===== src/design/pbr_pkg.sv =====
package pbr_pkg;

  // ----------------------------------------------------------------
  // register offsets
  // ----------------------------------------------------------------
  localparam logic [7:0] OFF_POWER_CONTROL  = 8'h00;
  localparam logic [7:0] OFF_SCRATCH_A      = 8'h01;
  localparam logic [7:0] OFF_SCRATCH_B      = 8'h02;
  localparam logic [7:0] OFF_SCRATCH_C      = 8'h03;
  localparam logic [7:0] OFF_SCRATCH_D      = 8'h04;
  localparam logic [7:0] OFF_BUCK_A_VOLTAGE = 8'h05;
  localparam logic [7:0] OFF_BUCK_A_MODE    = 8'h06;
  localparam logic [7:0] OFF_BUCK_A_CONFIG  = 8'h07;
  localparam logic [7:0] OFF_BUCK_B_VOLTAGE = 8'h08;
  localparam logic [7:0] OFF_BUCK_B_MODE    = 8'h09;
  localparam logic [7:0] OFF_BUCK_B_CONFIG  = 8'h0A;
  localparam logic [7:0] OFF_BUCK_C_VOLTAGE = 8'h0B;

  // ----------------------------------------------------------------
  // field positions
  // ----------------------------------------------------------------
  localparam int unsigned BIT_LDO_PROTECT    = 7;
  localparam int unsigned BIT_LONG_PRESS_OFF = 1;
  localparam int unsigned BIT_AUTO_RESTART   = 0;
  localparam int unsigned VOLT_MSB           = 4;
  localparam int unsigned MODE_MSB           = 3;
  localparam int unsigned PHASE_MSB          = 5;
  localparam int unsigned PHASE_LSB          = 4;
  localparam int unsigned FREQ_MSB           = 3;
  localparam int unsigned FREQ_LSB           = 2;
  localparam int unsigned BIT_ILIM           = 0;

  // ----------------------------------------------------------------
  // reset values
  // ----------------------------------------------------------------
  localparam logic [7:0] RST_POWER_CONTROL = 8'h00;
  localparam logic [7:0] RST_SCRATCH       = 8'h00;
  localparam logic [7:0] RST_BUCK_FIELDS   = 8'h00;

  // ----------------------------------------------------------------
  // timing and LDO count
  // ----------------------------------------------------------------
  localparam int unsigned CLK_FREQ_HZ     = 100_000_000;
  localparam int unsigned LONG_PRESS_MS   = 4000;
  localparam int unsigned HOLD_CYCLES     =
    LONG_PRESS_MS * (CLK_FREQ_HZ / 1000);
  localparam int unsigned LDO_COUNT       = 4;

endpackage


===== src/design/pbr_press_timer.sv =====
`timescale 1ns/100ps
`default_nettype none

module pbr_press_timer #(
  parameter int unsigned HOLD_CYCLES = pbr_pkg::HOLD_CYCLES
) (
  // clock and reset
  input  wire logic sys_clk,
  input  wire logic arst_n,
  // press level, already synchronised
  input  wire logic held_low,
  // one pulse per press that lasts long enough
  output var  logic fired
);

  localparam int unsigned CW = $clog2(HOLD_CYCLES + 1);
  localparam logic [CW-1:0] LAST = CW'(HOLD_CYCLES - 1);
  localparam logic [CW-1:0] FULL = CW'(HOLD_CYCLES);

  logic [CW-1:0] count;

  // saturates so a press held beyond the limit fires only once
  always_ff @(posedge sys_clk or negedge arst_n) begin
    if (!arst_n) begin
      count <= '0;
    end else if (!held_low) begin
      count <= '0;
    end else if (count != FULL) begin
      count <= count + CW'(1);
    end
  end

  always_ff @(posedge sys_clk or negedge arst_n) begin
    if (!arst_n) begin
      fired <= 1'b0;
    end else begin
      fired <= held_low && (count == LAST);
    end
  end

endmodule

`default_nettype wire


===== src/design/pbr_regs.sv =====
`timescale 1ns/100ps
`default_nettype none

// What this block does
// - protection bit shuts down current-limited LDOs
// - long press enters off when enabled
// - auto restart after long-press off if configured
// - four full-byte scratch registers survive battery loss
// - scratch cleared only by backup cell reset
// - buck voltage registers hold 5-bit codes
// - buck mode registers hold 4-bit selectors
// - config bits 5:4 select phase
// - config bits 3:2 select frequency
// - config bit 0 selects current limit
// - buck registers accessible at any time
// - buck A voltage, configs load from OTP
// - other buck registers load start-up values
module pbr_regs #(
  parameter int unsigned HOLD_CYCLES = pbr_pkg::HOLD_CYCLES
) (
  // clock and resets
  input  wire logic       sys_clk,
  input  wire logic       arst_n,
  input  wire logic       backup_cell_power_on_reset_n,
  // register access port
  input  wire logic       reg_wr,
  input  wire logic       reg_rd,
  input  wire logic [7:0] reg_addr,
  input  wire logic [7:0] reg_wdata,
  output var  logic [7:0] reg_rdata,
  // reset-time values from otp and start-up sequencer
  input  wire logic [4:0] otp_buck_a_voltage,
  input  wire logic [7:0] otp_buck_a_config,
  input  wire logic [7:0] otp_buck_b_config,
  input  wire logic [3:0] startup_buck_a_mode,
  input  wire logic [3:0] startup_buck_b_mode,
  input  wire logic [4:0] startup_buck_b_voltage,
  input  wire logic [4:0] startup_buck_c_voltage,
  // pins and analog status
  input  wire logic       power_button_pin_n,
  input  wire logic       power_config_select,
  input  wire logic [3:0] ldo_current_limit,
  // power control
  output var  logic       ldo_short_protect_enable,
  output var  logic       long_press_off_enable,
  output var  logic       auto_restart_enable,
  output var  logic [3:0] ldo_shutdown,
  output var  logic       off_request,
  output var  logic       restart_request,
  // buck settings
  output var  logic [4:0] buck_a_voltage_code,
  output var  logic [3:0] buck_a_mode_select,
  output var  logic [1:0] buck_a_phase_select,
  output var  logic [1:0] buck_a_freq_select,
  output var  logic       buck_a_current_limit_select,
  output var  logic [4:0] buck_b_voltage_code,
  output var  logic [3:0] buck_b_mode_select,
  output var  logic [1:0] buck_b_phase_select,
  output var  logic [1:0] buck_b_freq_select,
  output var  logic       buck_b_current_limit_select,
  output var  logic [4:0] buck_c_voltage_code
);

  logic [7:0] scratch_byte_a;
  logic [7:0] scratch_byte_b;
  logic [7:0] scratch_byte_c;
  logic [7:0] scratch_byte_d;
  logic       init_pending;
  logic [5:0] sync_a;
  logic [5:0] sync_b;
  logic       press_fired;
  logic [7:0] next_rdata;
  logic [4:0] wdata_volt;

  assign wdata_volt = reg_wdata[pbr_pkg::VOLT_MSB:0];

  // ----------------------------------------------------------------
  // pin synchronisers
  // ----------------------------------------------------------------
  // {ldo limits, config strap, inverted button}; stage a feeds b only
  always_ff @(posedge sys_clk or negedge arst_n) begin
    if (!arst_n) begin
      sync_a <= 6'h00;
      sync_b <= 6'h00;
    end else begin
      sync_a <= {ldo_current_limit, power_config_select,
                 ~power_button_pin_n};
      sync_b <= sync_a;
    end
  end

  // ----------------------------------------------------------------
  // power control register
  // ----------------------------------------------------------------
  always_ff @(posedge sys_clk or negedge arst_n) begin
    if (!arst_n) begin
      ldo_short_protect_enable <=
        pbr_pkg::RST_POWER_CONTROL[pbr_pkg::BIT_LDO_PROTECT];
      long_press_off_enable <=
        pbr_pkg::RST_POWER_CONTROL[pbr_pkg::BIT_LONG_PRESS_OFF];
      auto_restart_enable <=
        pbr_pkg::RST_POWER_CONTROL[pbr_pkg::BIT_AUTO_RESTART];
    end else if (reg_wr && reg_addr == pbr_pkg::OFF_POWER_CONTROL) begin
      ldo_short_protect_enable <= reg_wdata[pbr_pkg::BIT_LDO_PROTECT];
      long_press_off_enable <= reg_wdata[pbr_pkg::BIT_LONG_PRESS_OFF];
      auto_restart_enable <= reg_wdata[pbr_pkg::BIT_AUTO_RESTART];
    end
  end

  // latched so a regulator does not bounce back on once the limit clears
  always_ff @(posedge sys_clk or negedge arst_n) begin
    if (!arst_n) begin
      ldo_shutdown <= 4'h0;
    end else if (!ldo_short_protect_enable) begin
      ldo_shutdown <= 4'h0;
    end else begin
      ldo_shutdown <= ldo_shutdown | sync_b[5:2];
    end
  end

  // ----------------------------------------------------------------
  // long press and restart
  // ----------------------------------------------------------------
  pbr_press_timer #(
    .HOLD_CYCLES (HOLD_CYCLES)
  ) u_press (
    .sys_clk  (sys_clk),
    .arst_n   (arst_n),
    .held_low (sync_b[0]),
    .fired    (press_fired)
  );

  always_ff @(posedge sys_clk or negedge arst_n) begin
    if (!arst_n) begin
      off_request     <= 1'b0;
      restart_request <= 1'b0;
    end else begin
      off_request     <= press_fired && long_press_off_enable;
      restart_request <= off_request && auto_restart_enable
                         && sync_b[1];
    end
  end

  // ----------------------------------------------------------------
  // scratch memory
  // ----------------------------------------------------------------
  // only the backup cell reset clears these, main reset leaves them
  always_ff @(posedge sys_clk or negedge backup_cell_power_on_reset_n) begin
    if (!backup_cell_power_on_reset_n) begin
      scratch_byte_a <= pbr_pkg::RST_SCRATCH;
      scratch_byte_b <= pbr_pkg::RST_SCRATCH;
      scratch_byte_c <= pbr_pkg::RST_SCRATCH;
      scratch_byte_d <= pbr_pkg::RST_SCRATCH;
    end else if (reg_wr) begin
      if (reg_addr == pbr_pkg::OFF_SCRATCH_A) begin
        scratch_byte_a <= reg_wdata;
      end else if (reg_addr == pbr_pkg::OFF_SCRATCH_B) begin
        scratch_byte_b <= reg_wdata;
      end else if (reg_addr == pbr_pkg::OFF_SCRATCH_C) begin
        scratch_byte_c <= reg_wdata;
      end else if (reg_addr == pbr_pkg::OFF_SCRATCH_D) begin
        scratch_byte_d <= reg_wdata;
      end
    end
  end

  // ----------------------------------------------------------------
  // buck registers
  // ----------------------------------------------------------------
  // async reset may only load constants, so otp and start-up values
  // are taken at the first edge after release
  always_ff @(posedge sys_clk or negedge arst_n) begin
    if (!arst_n) begin
      init_pending <= 1'b1;
    end else begin
      init_pending <= 1'b0;
    end
  end

  always_ff @(posedge sys_clk or negedge arst_n) begin
    if (!arst_n) begin
      buck_a_voltage_code <= pbr_pkg::RST_BUCK_FIELDS[4:0];
      buck_a_mode_select  <= pbr_pkg::RST_BUCK_FIELDS[3:0];
      buck_b_voltage_code <= pbr_pkg::RST_BUCK_FIELDS[4:0];
      buck_b_mode_select  <= pbr_pkg::RST_BUCK_FIELDS[3:0];
      buck_c_voltage_code <= pbr_pkg::RST_BUCK_FIELDS[4:0];
    end else if (reg_wr) begin
      if (reg_addr == pbr_pkg::OFF_BUCK_A_VOLTAGE) begin
        buck_a_voltage_code <= wdata_volt;
      end else if (reg_addr == pbr_pkg::OFF_BUCK_A_MODE) begin
        buck_a_mode_select <= reg_wdata[pbr_pkg::MODE_MSB:0];
      end else if (reg_addr == pbr_pkg::OFF_BUCK_B_VOLTAGE) begin
        buck_b_voltage_code <= wdata_volt;
      end else if (reg_addr == pbr_pkg::OFF_BUCK_B_MODE) begin
        buck_b_mode_select <= reg_wdata[pbr_pkg::MODE_MSB:0];
      end else if (reg_addr == pbr_pkg::OFF_BUCK_C_VOLTAGE) begin
        buck_c_voltage_code <= wdata_volt;
      end
    end else if (init_pending) begin
      buck_a_voltage_code <= otp_buck_a_voltage;
      buck_a_mode_select  <= startup_buck_a_mode;
      buck_b_voltage_code <= startup_buck_b_voltage;
      buck_b_mode_select  <= startup_buck_b_mode;
      buck_c_voltage_code <= startup_buck_c_voltage;
    end
  end

  always_ff @(posedge sys_clk or negedge arst_n) begin
    if (!arst_n) begin
      buck_a_phase_select <= pbr_pkg::RST_BUCK_FIELDS[1:0];
      buck_a_freq_select  <= pbr_pkg::RST_BUCK_FIELDS[1:0];
      buck_a_current_limit_select <= pbr_pkg::RST_BUCK_FIELDS[0];
      buck_b_phase_select <= pbr_pkg::RST_BUCK_FIELDS[1:0];
      buck_b_freq_select  <= pbr_pkg::RST_BUCK_FIELDS[1:0];
      buck_b_current_limit_select <= pbr_pkg::RST_BUCK_FIELDS[0];
    end else if (reg_wr && reg_addr == pbr_pkg::OFF_BUCK_A_CONFIG) begin
      buck_a_phase_select <=
        reg_wdata[pbr_pkg::PHASE_MSB:pbr_pkg::PHASE_LSB];
      buck_a_freq_select <=
        reg_wdata[pbr_pkg::FREQ_MSB:pbr_pkg::FREQ_LSB];
      buck_a_current_limit_select <= reg_wdata[pbr_pkg::BIT_ILIM];
    end else if (reg_wr && reg_addr == pbr_pkg::OFF_BUCK_B_CONFIG) begin
      buck_b_phase_select <=
        reg_wdata[pbr_pkg::PHASE_MSB:pbr_pkg::PHASE_LSB];
      buck_b_freq_select <=
        reg_wdata[pbr_pkg::FREQ_MSB:pbr_pkg::FREQ_LSB];
      buck_b_current_limit_select <= reg_wdata[pbr_pkg::BIT_ILIM];
    end else if (init_pending) begin
      buck_a_phase_select <=
        otp_buck_a_config[pbr_pkg::PHASE_MSB:pbr_pkg::PHASE_LSB];
      buck_a_freq_select <=
        otp_buck_a_config[pbr_pkg::FREQ_MSB:pbr_pkg::FREQ_LSB];
      buck_a_current_limit_select <= otp_buck_a_config[pbr_pkg::BIT_ILIM];
      buck_b_phase_select <=
        otp_buck_b_config[pbr_pkg::PHASE_MSB:pbr_pkg::PHASE_LSB];
      buck_b_freq_select <=
        otp_buck_b_config[pbr_pkg::FREQ_MSB:pbr_pkg::FREQ_LSB];
      buck_b_current_limit_select <= otp_buck_b_config[pbr_pkg::BIT_ILIM];
    end
  end

  // ----------------------------------------------------------------
  // read path
  // ----------------------------------------------------------------
  always_comb begin
    next_rdata = 8'h00;
    if (reg_addr == pbr_pkg::OFF_POWER_CONTROL) begin
      next_rdata[pbr_pkg::BIT_LDO_PROTECT] = ldo_short_protect_enable;
      next_rdata[pbr_pkg::BIT_LONG_PRESS_OFF] = long_press_off_enable;
      next_rdata[pbr_pkg::BIT_AUTO_RESTART] = auto_restart_enable;
    end else if (reg_addr == pbr_pkg::OFF_SCRATCH_A) begin
      next_rdata = scratch_byte_a;
    end else if (reg_addr == pbr_pkg::OFF_SCRATCH_B) begin
      next_rdata = scratch_byte_b;
    end else if (reg_addr == pbr_pkg::OFF_SCRATCH_C) begin
      next_rdata = scratch_byte_c;
    end else if (reg_addr == pbr_pkg::OFF_SCRATCH_D) begin
      next_rdata = scratch_byte_d;
    end else if (reg_addr == pbr_pkg::OFF_BUCK_A_VOLTAGE) begin
      next_rdata[4:0] = buck_a_voltage_code;
    end else if (reg_addr == pbr_pkg::OFF_BUCK_A_MODE) begin
      next_rdata[3:0] = buck_a_mode_select;
    end else if (reg_addr == pbr_pkg::OFF_BUCK_A_CONFIG) begin
      next_rdata[5:2] = {buck_a_phase_select, buck_a_freq_select};
      next_rdata[0] = buck_a_current_limit_select;
    end else if (reg_addr == pbr_pkg::OFF_BUCK_B_VOLTAGE) begin
      next_rdata[4:0] = buck_b_voltage_code;
    end else if (reg_addr == pbr_pkg::OFF_BUCK_B_MODE) begin
      next_rdata[3:0] = buck_b_mode_select;
    end else if (reg_addr == pbr_pkg::OFF_BUCK_B_CONFIG) begin
      next_rdata[5:2] = {buck_b_phase_select, buck_b_freq_select};
      next_rdata[0] = buck_b_current_limit_select;
    end else if (reg_addr == pbr_pkg::OFF_BUCK_C_VOLTAGE) begin
      next_rdata[4:0] = buck_c_voltage_code;
    end
  end

  // no wait state: reads never stall on regulator state
  always_ff @(posedge sys_clk or negedge arst_n) begin
    if (!arst_n) begin
      reg_rdata <= 8'h00;
    end else if (reg_rd) begin
      reg_rdata <= next_rdata;
    end
  end
endmodule

`default_nettype wire


===== config.mk =====
export PLATFORM = sky130hd
export DESIGN_NAME = pbr_regs
export DESIGN_NICKNAME = d
export VERILOG_FILES = /design/src/design/pbr_pkg.sv /design/src/design/pbr_press_timer.sv /design/src/design/pbr_regs.sv
export SDC_FILE = /design/constraint.sdc
export NUM_CORES = 1
export LEC_CHECK = 0
export BUFFER_PORTS_ARGS = -buffer_cell sky130_fd_sc_hd__buf_2
export CAP_MARGIN = 5
export CORE_MARGIN = 1
export CORE_UTILIZATION = 57
export DETAILED_ROUTE_END_ITERATION = 8
export GPL_ROUTABILITY_DRIVEN = 1
export PLACE_DENSITY = 0.92
export SETUP_SLACK_MARGIN = 0.1
export SLEW_MARGIN = 10
export SYNTH_ARGS = -nofsm -noshare
export SYNTH_HDL_FRONTEND = slang
export SYNTH_SLANG_ARGS = --single-unit

===== constraint.sdc =====
create_clock -name sys_clk -period 3.44 [get_ports sys_clk]
set_input_delay 0.344 -clock sys_clk [delete_from_list [all_inputs] [get_ports sys_clk]]
set_output_delay 0.344 -clock sys_clk [all_outputs]
set_load 0.005 [all_outputs]

==> reports/summary.txt <==
Most used DFF post-synth = dfrtp_1
Final worst path period need = 2.32 ns
GRT overflow = 0
Synth cell types = 64
Cell with the most instances after synthesis = dfrtp_1
Layout net count = 750
Number of synthesized register bits = 125
Initial Utilization = 59.3%
Cell Area, Synth = 6180 µm²
Worst-Margin Slew = 1.00 ns
Post-DR wirelength/cell = 19.9 µm
CP max FO = 16
RSZ-0062 raised after global routing = no
Status = finished, final reports clean
Core region area = 10400 µm²
Initial antenna violation count = 1
Worst path required time = 3.90 ns
Root Driver = clkbuf_8
Top cells by count, synth = dfrtp_1, mux2_2, nand2_1
Final ANT Viol Nets = 0
Busiest grt layer = met2
Sequential cell area fraction in the yosys report = 50.7%
Synth Area per Inst = 10.7 µm²
Via total after detailed routing = 5236
Share of cells above drive strength 1 = 29.5%
Post-DR vias/cell = 6.29
Slowest cell delay on critical path = 0.66 ns
Post-Synthesis Cells = 575
Clock tree buffer depth = 2
Die area = 11300 µm²
# Post-CTS Setup Buffers = 0
Setup TNS = 0 ns
Worst setup SP type = register
H-tree depth = 4
Port Buffers = 109
Period utilization = 67.3%
Crit. End Element = register
Max Fclk = 432 MHz
I/O pin cnt = 116
DRT iter0 DRCs = 407
Clock skew = 0.00572 ns
Drt pass-1 iters = 5
Setup violations, final = 0
Final Hold Fails = 0
Die W = 106 µm
Met1 GRT Util = 38.0%
CTS Hold Bufs = 8
Grt met3 use = 8.89%
Final non-filler cell total = 832
GRT Util Overall = 31.5%
Inst Count DP = 791
Met2 Usage GRT = 52.2%
Area growth, synth to finish = 21.2%
Post-CTS resize count = 0
Post-synth EDFFs = 0
Final Max Slew Viols = 0
VDD IR max = 0.310 mV
Critical Path AT = 2.77 ns
Worst-path clk slew = 0.06 ns
CTS sink cnt = 125
Lkg Pwr = 3.48 nW
Routability cong. = 0.903
CTS tree = yes
DRC violations left = 0
Min-delay worst type = input pin to register
Area leader, netlist = dfrtp_1
YS warnings = 0
Vias in the first global route = 5290
Max-cap violations = 0
Largest net degree at the start of global routing = 56
Net Count, Synth = 643
Total CTS buffers = 17
Post-synth ARST share = 100%
Later-pin clock latency in the skew report = 0.54 ns
Crit-path cells = ha_1, and4_1, nand3_1, or4_1, a21oi_1
Yosys top cell area share = 50.2%
Cell Pwr Density = 513 nW/µm²
Top cells by area, synth = dfrtp_1, mux2_2, mux2i_1, a21oi_1, nand2_1
Worst slew margin = 32.5%
Placement row count = 37
DIE HEIGHT = 106 µm
Global-route wire length before repair = 26800 µm
Final WL = 16600 µm
Post-DP HPWL = 11200 µm
Critical setup path kind = register to register
Slowest cell on the critical path = or4_1
==> cell type report <==
class / instances / area [µm²]
Fill cell: 715 / 2930
Tap cell: 136 / 170
Timing Repair Buffer: 122 / 666
Clock inverter: 9 / 134
Clock buffer: 22 / 473
Multi-Input combinational cell: 394 / 2830
Antenna cell: 2 / 5.00
Sequential cell: 125 / 3130
Inverter: 22 / 82.6
==> path summary, 6_finish.rpt <==
path | from | end | slack [ns] | depth (start not counted)
max in group asynchronous | arst_n | sync_a[1] | 2.28 | 3
max | u_press.count[1] | u_press.count[26] | 1.12 | 5
min in group asynchronous | backup_cell_power_on_reset_n | scratch_byte_a[3] | 0.41 | 2
min | startup_buck_c_voltage[0] | buck_c_voltage_code[0] | 0.07 | 3
max reg2reg | u_press.count[1] | u_press.count[26] | 1.12 | 5
min reg2reg | sync_a[3] | sync_b[3] | 0.35 | 0
==> report_power, final <==
part	internal, mW	leakage [nW]	total, mW	switching [mW]
logic	0.172	1.57	0.387	0.214
registers	1.56	1.63	1.63	0.0713
clock network	1.18	0.286	1.83	0.648
==> placed cells by master (no fill, tap or decap), types with 6 or more instances in the layout <==
| master | n |
|---|---|
| or3_1 | 8 |
| nor2b_1 | 8 |
| o21ai_0 | 27 |
| dlygate4sd3_1 | 8 |
| buf_2 | 108 |
| and2_1 | 6 |
| nand2_1 | 38 |
| mux2_2 | 47 |
| nand4_1 | 14 |
| nor2_1 | 31 |
| mux2i_1 | 23 |
| or4_1 | 12 |
| a21oi_1 | 30 |
| nand2b_1 | 13 |
| nand3_1 | 12 |
| and4_1 | 6 |
| buf_4 | 6 |
| nor4_1 | 6 |
| dfrtp_1 | 124 |
| a22oi_1 | 7 |
| clkbuf_16 | 16 |
| xor2_1 | 9 |
| o22ai_1 | 6 |
| a31oi_1 | 8 |
| o31ai_1 | 11 |
| and3_1 | 7 |
| inv_1 | 21 |
==> worst max-delay path, delay by kind of cell, from the launching register on <==
family	cells	cell delay (ns)
DFF	1	0.39
and+or+nand+nor	3	1.44
AOI/OAI and AO/OA	1	0.17
adders and majority gates	1	0.23
==> state kept, by name, summed over array words and instances (netlist names), 6 cells and up <==
register,flops
scratch_byte_c,8
sync_b,6
scratch_byte_a,8
u_press.count,29
reg_rdata,8
scratch_byte_b,8
sync_a,6
scratch_byte_d,8
==> routing by layer <==
metal | share of wire [%] | up-vias
met5 | 0 | -
met2 | 50 | 261
li1 | - | 2353
met3 | 8.0 | 51
met4 | 3.4 | 0
met1 | 39 | 2571
==> cell families after synthesis <==
kind of cell	count (synthesis)	synth area share, %
and+or+nand+nor	175	15.7
AOI/OAI and AO/OA	132	14.5
DFF	125	50.7
muxes	74	13.8
buffers and inverters	56	3.52
xor gates and xnor gates	10	1.42
adders and majority gates	2	0.405
other	1	0.0607
==> per-stage QoR <==
stage                     utilization (%)  hold slack [ns]  power, mW  setup WS, ns  cell area (µm²)
after floorplan                         -           0.0484       1.83          1.51             6180
after global placement               65.3            0.333       2.01         0.956             6800
after detailed placement             65.3            0.335       2.03         0.891             6800
after CTS                            71.9           0.0644       3.85          1.11             7480
after global routing                 71.9           0.0843       3.97         0.996             7480
final                                71.9           0.0722       3.84          1.12             7490
(Power assumes the default switching activity.)
